### src/design/dtx_pkg.sv
// Shared constants and types for the tone transceiver host port and steering logic
package dtx_pkg;
    localparam int CLK_KHZ = 50000;
    localparam int CLK_MHZ = 50;
    // Output latch settle time before the delayed steering flag rises
    localparam int SETTLE_NS = 3000;
    localparam int SETTLE_CYC = (SETTLE_NS * CLK_MHZ + 999) / 1000;
    // Burst mode tone and pause lengths
    localparam int BURST_MS = 51;
    localparam int PAUSE_MS = 51;
    localparam int BURST_CYC = BURST_MS * CLK_KHZ;
    localparam int PAUSE_CYC = PAUSE_MS * CLK_KHZ;
    localparam int TIMER_W = 24;
    localparam int NIB_W = 4;
    // Register select values
    localparam logic RS_DATA = 1'b0;
    localparam logic RS_CTRL = 1'b1;
    // Status nibble bit positions
    localparam int ST_IRQ = 0;
    localparam int ST_TX_READY = 1;
    localparam int ST_DELAYED = 2;
    localparam int ST_SPARE = 3;
    localparam logic [3:0] RX_RESET = 4'h0;
    localparam logic [3:0] TX_RESET = 4'h0;

    // Control nibble, written with register select high
    typedef struct packed {
        logic burst_mode;
        logic irq_enable;
        logic call_progress_mode;
        logic tone_enable;
    } dtx_ctrl_s;
    localparam dtx_ctrl_s CTRL_RESET = '{default: 1'b0};

    // Host pins after synchronisation
    typedef struct packed {
        logic cs_n;
        logic rd_n;
        logic wr_n;
        logic register_select;
        logic [3:0] data;
        logic steer_in;
        logic cp_square;
    } dtx_pins_s;
    localparam dtx_pins_s PINS_RESET = '{cs_n: 1'b1, rd_n: 1'b1, wr_n: 1'b1, default: '0};

    typedef enum logic [1:0] {
        TX_IDLE = 2'b00,
        TX_TONE = 2'b01,
        TX_PAUSE = 2'b11
    } dtx_tx_e;
endpackage

### src/design/dtx_host_steer.sv
// Host nibble port, receive steering and burst-timed transmit control
`timescale 1ns/1ns
module dtx_host_steer #(
    parameter int BURST_CYCLES = dtx_pkg::BURST_CYC,
    parameter int PAUSE_CYCLES = dtx_pkg::PAUSE_CYC
) (
    input wire logic i_sys_clk,
    input wire logic i_resetn,
    input wire logic i_cs_n,
    input wire logic i_register_select,
    input wire logic i_rd_n,
    input wire logic i_wr_n,
    input wire logic [3:0] i_host_data_nibble,
    output logic [3:0] o_host_data_nibble,
    output logic o_host_data_oe,
    output logic o_interrupt_or_progress_out,
    output logic o_interrupt_or_progress_oe,
    input wire logic i_tone_valid,
    input wire logic [3:0] i_tone_code,
    input wire logic i_steer_in,
    input wire logic i_cp_square,
    output logic o_early_detect_out,
    output logic o_steer_guard_out,
    output logic o_steer_guard_oe,
    output logic o_tone_on,
    output logic [3:0] o_tone_code
);
    import dtx_pkg::*;

    dtx_pins_s pins_raw;
    dtx_pins_s pins_s1_q;
    dtx_pins_s pins_q;
    dtx_pins_s pins_prev_q;
    dtx_ctrl_s ctrl_q;
    dtx_tx_e tx_state_q;
    dtx_tx_e tx_state_d;
    logic [3:0] rx_data_q;
    logic [3:0] tx_data_q;
    logic [3:0] rd_data_q;
    logic est_q;
    logic delayed_q;
    logic irq_q;
    logic settling_q;
    logic [TIMER_W-1:0] settle_cnt_q;
    logic [TIMER_W-1:0] tx_cnt_q;
    logic [TIMER_W-1:0] tx_cnt_d;
    logic tx_busy_q;

    // Two flops on every host and steering pin; the host strobes are not on our clock
    assign pins_raw = '{cs_n: i_cs_n, rd_n: i_rd_n, wr_n: i_wr_n,
                        register_select: i_register_select, data: i_host_data_nibble,
                        steer_in: i_steer_in, cp_square: i_cp_square};

    always_ff @(posedge i_sys_clk or negedge i_resetn) begin
        if (!i_resetn) begin
            pins_s1_q <= PINS_RESET;
            pins_q <= PINS_RESET;
            pins_prev_q <= PINS_RESET;
        end else begin
            pins_s1_q <= pins_raw;
            pins_q <= pins_s1_q;
            pins_prev_q <= pins_q;
        end
    end

    wire selected = !pins_q.cs_n;
    // Write commits at the trailing edge of the strobe, when data is surely stable
    wire wr_commit = selected && pins_q.wr_n && !pins_prev_q.wr_n;
    wire rd_active = selected && !pins_q.rd_n;
    // Status read side effects happen once, at the end of the read strobe
    wire rd_end = selected && pins_q.rd_n && !pins_prev_q.rd_n;
    wire wr_data = wr_commit && (pins_q.register_select == RS_DATA);
    wire wr_ctrl = wr_commit && (pins_q.register_select == RS_CTRL);
    wire rd_data = rd_end && (pins_q.register_select == RS_DATA);
    wire rd_stat = rd_end && (pins_q.register_select == RS_CTRL);

    wire [3:0] status_nib = {1'b0, delayed_q, !tx_busy_q, irq_q};
    wire [3:0] rd_sel = (pins_q.register_select == RS_DATA) ? rx_data_q : status_nib;

    // Bus driven only during a selected read; sync delay adds two cycles of hold
    assign o_host_data_oe = rd_active;
    assign o_host_data_nibble = rd_data_q;

    always_ff @(posedge i_sys_clk or negedge i_resetn) begin
        if (!i_resetn) begin
            rd_data_q <= 4'h0;
        end else begin
            rd_data_q <= rd_active ? rd_sel : 4'h0;
        end
    end

    always_ff @(posedge i_sys_clk or negedge i_resetn) begin
        if (!i_resetn) begin
            ctrl_q <= CTRL_RESET;
            tx_data_q <= TX_RESET;
        end else begin
            if (wr_ctrl) begin
                ctrl_q <= dtx_ctrl_s'(pins_q.data);
            end
            if (wr_data) begin
                tx_data_q <= pins_q.data;
            end
        end
    end

    // Detection held off in call-progress mode
    wire signal_cond = i_tone_valid && !ctrl_q.call_progress_mode;
    wire steer_rise = pins_q.steer_in && !pins_prev_q.steer_in;
    wire settle_done = settling_q && (settle_cnt_q == TIMER_W'(SETTLE_CYC - 1));

    always_ff @(posedge i_sys_clk or negedge i_resetn) begin
        if (!i_resetn) begin
            est_q <= 1'b0;
        end else begin
            est_q <= signal_cond;
        end
    end
    assign o_early_detect_out = est_q;

    // Guard drives the network toward the agreed level, else lets the RC run
    assign o_steer_guard_out = est_q;
    assign o_steer_guard_oe = (est_q == pins_q.steer_in);

    always_ff @(posedge i_sys_clk or negedge i_resetn) begin
        if (!i_resetn) begin
            rx_data_q <= RX_RESET;
            settling_q <= 1'b0;
            settle_cnt_q <= '0;
            delayed_q <= 1'b0;
        end else begin
            if (steer_rise && est_q && !ctrl_q.call_progress_mode) begin
                rx_data_q <= i_tone_code;
                settling_q <= 1'b1;
                settle_cnt_q <= '0;
            end else if (settle_done) begin
                settling_q <= 1'b0;
            end else if (settling_q) begin
                settle_cnt_q <= settle_cnt_q + TIMER_W'(1);
            end
            // Steering low validates the pause and rearms the receiver
            if (settle_done) begin
                delayed_q <= 1'b1;
            end else if (!pins_q.steer_in) begin
                delayed_q <= 1'b0;
            end
        end
    end

    // Burst sequencer: tone, then pause, then done
    wire tx_start = wr_data && ctrl_q.tone_enable && ctrl_q.burst_mode && !tx_busy_q;
    wire tone_end = (tx_cnt_q == TIMER_W'(BURST_CYCLES - 1));
    wire pause_end = (tx_cnt_q == TIMER_W'(PAUSE_CYCLES - 1));
    wire burst_done = (tx_state_q == TX_PAUSE) && pause_end;

    always_comb begin
        tx_state_d = tx_state_q;
        tx_cnt_d = tx_cnt_q + TIMER_W'(1);
        unique case (tx_state_q)
            TX_IDLE: begin
                tx_cnt_d = '0;
                if (tx_start) begin
                    tx_state_d = TX_TONE;
                end
            end
            TX_TONE: begin
                if (tone_end) begin
                    tx_state_d = TX_PAUSE;
                    tx_cnt_d = '0;
                end
            end
            TX_PAUSE: begin
                if (pause_end) begin
                    tx_state_d = TX_IDLE;
                    tx_cnt_d = '0;
                end
            end
            default: begin
                tx_state_d = TX_IDLE;
                tx_cnt_d = '0;
            end
        endcase
    end

    always_ff @(posedge i_sys_clk or negedge i_resetn) begin
        if (!i_resetn) begin
            tx_state_q <= TX_IDLE;
            tx_cnt_q <= '0;
            tx_busy_q <= 1'b0;
            o_tone_on <= 1'b0;
            o_tone_code <= 4'h0;
        end else begin
            tx_state_q <= tx_state_d;
            tx_cnt_q <= tx_cnt_d;
            tx_busy_q <= (tx_state_d != TX_IDLE);
            // Outside burst mode the tone follows the enable bit directly
            o_tone_on <= ctrl_q.burst_mode ? (tx_state_d == TX_TONE)
                                           : ctrl_q.tone_enable;
            o_tone_code <= tx_data_q;
        end
    end

    // Sticky event flag; a new event beats a clearing status read
    always_ff @(posedge i_sys_clk or negedge i_resetn) begin
        if (!i_resetn) begin
            irq_q <= 1'b0;
        end else if (burst_done || settle_done) begin
            irq_q <= 1'b1;
        end else if (rd_stat || rd_data) begin
            irq_q <= 1'b0;
        end
    end

    // Open drain: the pin only ever sinks, so the enable carries the level
    wire irq_pull = ctrl_q.irq_enable && irq_q;
    wire cp_pull = !pins_q.cp_square;
    assign o_interrupt_or_progress_out = 1'b0;
    assign o_interrupt_or_progress_oe = ctrl_q.call_progress_mode ? cp_pull : irq_pull;
endmodule

### config.mk
export PLATFORM = sky130hd
export DESIGN_NAME = dtx_host_steer
export DESIGN_NICKNAME = d
export VERILOG_FILES = /design/src/design/dtx_pkg.sv /design/src/design/dtx_host_steer.sv
export SDC_FILE = /design/constraint.sdc
export NUM_CORES = 1
export LEC_CHECK = 0
export ABC_CLOCK_PERIOD_IN_PS = 4550
export BUFFER_PORTS_ARGS = -buffer_cell sky130_fd_sc_hd__buf_2
export CORE_MARGIN = 2
export CORE_UTILIZATION = 61
export CTS_BUF_LIST = sky130_fd_sc_hd__clkbuf_8
export CTS_CLUSTER_DIAMETER = 100
export DETAILED_ROUTE_END_ITERATION = 6
export PLACE_DENSITY = 0.89
export SLEW_MARGIN = 10
export SYNTH_ARGS = -nofsm -noshare
export SYNTH_HDL_FRONTEND = slang
export SYNTH_SLANG_ARGS = --single-unit
### constraint.sdc
create_clock -name i_sys_clk -period 4.55 [get_ports i_sys_clk]
set_input_delay 0.455 -clock i_sys_clk [delete_from_list [all_inputs] [get_ports i_sys_clk]]
set_output_delay 0.455 -clock i_sys_clk [all_outputs]
set_load 0.01 [all_outputs]
==> results.md <==
* Status: complete, no violations
* Worst R2R End: tx_cnt_q[23]$_DFF_PN0_
* Layout area overhead at 9.89%
* Clock power frac at 30.5%
* FF+latch count, synth at 99
* Period utilization at 48.6%
* Rows at 30
* Number of setup buffers added after CTS at 0
* Core region area at 6790 µm²
* Asr flop ratio synth at 100%
* Worst r2r src: tx_cnt_q[5]$_DFF_PN0_
* Hold Vio Cnt, Final at 0
* Final core occ at 69.4%
* Die W at 87.8 µm
* Reg2Reg Depth at 4
* EDFF count, synth at 0
* Post_cts resized at 0
* Kind of critical path: register to register
* Worst Tran Pin Value at 0.990 ns
* Routability congestion estimate at 0.873
* Sw frac at 31.1%
* Top cells by area, synth: dfrtp_1 53%, dfstp_2 4.9%, a21oi_1 3.6%
* DRT antenna net count at 0
* DIE HEIGHT at 87.8 µm
* Syn avg cell area at 10.8 µm²
* Max IR drop VDD at 0.306 mV
* Synth Net Count at 417
* CTS clk-pin slew, worst paths at 0.12 ns
* Max-Cap Viols at 0
* Sink Count at 99
* DR WL met2 at 4.63 mm
* Overflow after GRT at 0
* Yosys warns at 0
* Synth top cells by count: 91 x dfrtp_1, 35 x nand2_1, 31 x a21oi_1
* R2R setup slack at 2.34 ns
* Num CTS Buffers at 9
* Final Routed Wirelength at 8.86 mm
* Vias in the first global route at 3176
* Synthesized instance count at 397
* Initial antenna violation count at 0
* Critical Path Source: tx_cnt_q[5]$_DFF_PN0_
* Post-synthesis sequential area ratio at 58.0%
* DR DRC count at 0
* Yosys top cell by area: dfrtp_1
* RSZ-0062 raised after global routing: false
* Met3 WL at 472 µm
* Fmax achieved at 452 MHz
* Initial Utilization at 63.1%
* Post-route setup TNS at 0 ns
* Power per cell area at 399 nW/µm²
* Setup Skew at 0.0228 ns
* Arrival @ worst endpoint at 2.50 ns
* CTS Hold Bufs at 0
* DR vias at 3195
* Combinational fraction of design power at 14.1%
* Most used DFF post-synth: dfrtp_1
* Final instance area at 4710 µm²
* Initial DRC Count at 277
* First drt pass iteration count at 6
* Clock Latency Late Sink at 0.38 ns
* Final setup viols at 0
* DRT met1 WL at 3.59 mm
* CP required at 4.84 ns
* Switching pwr at 585 µW
* DP Area at 4500 µm²
* DR WL/cell at 17.0 µm
* First-pass GRT wire length at 14.8 mm
* Post-DP HPWL at 5.55 mm
* Diode count at 0
* GRT Total Usage at 24.9%
* Layout cell share with drive strength beyond 1 at 16.0%
* Path type of the worst min-delay path: input pin to asynchronous set/reset pin
* Pins Over Slew Limit at 0
* LEAKAGE at 2.03 nW
* Ports at 32
* Most common cell in the netlist: dfrtp_1
* Crit path capture type: register
* Final nets at 440
* Post-synth top area share at 53.1%
* Die Area at 7720 µm²
* Total number of H-tree levels at 3
* CTS tree: built
* Via/cell ratio at 6.13
* Clk buf depth at 2
* Pint at 1.30 mW
* CP Launch Type: register
* Pin count of the biggest net entering global routing at 60
* Sequential fraction of design power at 55.3%
* Clock root cell: clkbuf_8
* Syn Std Cell Area at 4290 µm²
* PortBufs at 30
* Max Fanout on Critical Path at 18
* Slew margin rel. at 33.1%
* Post-route minimum period at 2.21 ns
* Top sig layer: met4
* Synth cell types at 43
[sequential cells by signal, indices dropped and copies added (netlist names), 4 cells and up]
signal              count
ctrl_q                  4
o_host_data_nibble      4
o_tone_code             4
pins_q                 10
pins_s1_q              10
rx_data_q               4
settle_cnt_q           24
tx_cnt_q               24
tx_data_q               4
[layout make-up]
type	instances	area (µm²)
Clock inverter	7	88.8
Inverter	9	33.8
Clock buffer	9	124
Fill cell	457	2080
Tap cell	96	120
Multi-Input combinational cell	268	1680
Sequential cell	99	2490
Timing Repair Buffer	33	175
[metrics by stage]
stage / power, mW / setup WS [ns] / instances / hold WS [ns]
floorplan: 1.21 / 2.76 / 397 / 0.159
global placement: 1.29 / 2.56 / 505 / 0.332
detailed placement: 1.31 / 2.43 / 505 / 0.335
CTS: 1.89 / 2.39 / 521 / 0.138
global route: 1.98 / 2.15 / 521 / 0.128
finish: 1.88 / 2.34 / 521 / 0.123
[cells in the final DEF, fill, tap and decap left out, drive strengths merged, types with 13 or more instances in the layout]
cell / instances
dfrtp: 91
nand2: 35
buf: 33
a21oi: 31
nor2: 27
nand3: 18
nand4: 15
o21ai: 15
or4: 14
o31ai: 13
[layer usage]
| layer | global-route usage (%) | up-vias |
|---|---|---|
| met1 | 32.7 | 1561 |
| met5 | 0 | - |
| met3 | 6.50 | 21 |
| met2 | 40.8 | 132 |
| met4 | 7.97 | 0 |
| li1 | - | 1481 |
[worst max path at each step]
stage                                        end  slack [ns]  cells after the start
floorplan           settle_cnt_q[20]$_DFFE_PN0P_        2.76                      6
global placement          tx_cnt_q[23]$_DFF_PN0_        2.56                      4
detailed placement        tx_cnt_q[17]$_DFF_PN0_        2.43                      4
CTS                       tx_cnt_q[21]$_DFF_PN0_        2.39                      4
global route              tx_cnt_q[21]$_DFF_PN0_        2.15                      4
finish                    tx_cnt_q[23]$_DFF_PN0_        2.34                      4
[worst max-delay path, stage by stage, from the launching register on]
cell and delay (ns):
dfrtp_1 0.43, and3_1 0.32, nand4_1 0.53, or4_1 0.67, a21oi_1 0.17
[logic make-up (layout without fill, tap and decap cells)]
kind of cell               count (synthesis)  after routing  synth area share, %
and+or+nand+nor                          167            167                 21.9
DFF                                       99             99                 58.0
AOI/OAI and AO/OA                         65             65                 8.87
xor gates and xnor gates                  17             17                 3.47
muxes                                     15             15                 3.74
buffers and inverters                     30             58                 3.09
adders and majority gates                  3              3                0.875
other                                      1              1               0.0875
[power groups by stage]
stage / clock network (mW) / registers, mW / logic [mW]
floorplan: 0 / 1.04 / 0.167
global placement: 0 / 1.04 / 0.243
detailed placement: 0 / 1.05 / 0.258
CTS: 0.588 / 1.04 / 0.267
global route: 0.632 / 1.05 / 0.297
finish: 0.574 / 1.04 / 0.266
No activity file was read; power rests on OpenSTA's default activity.
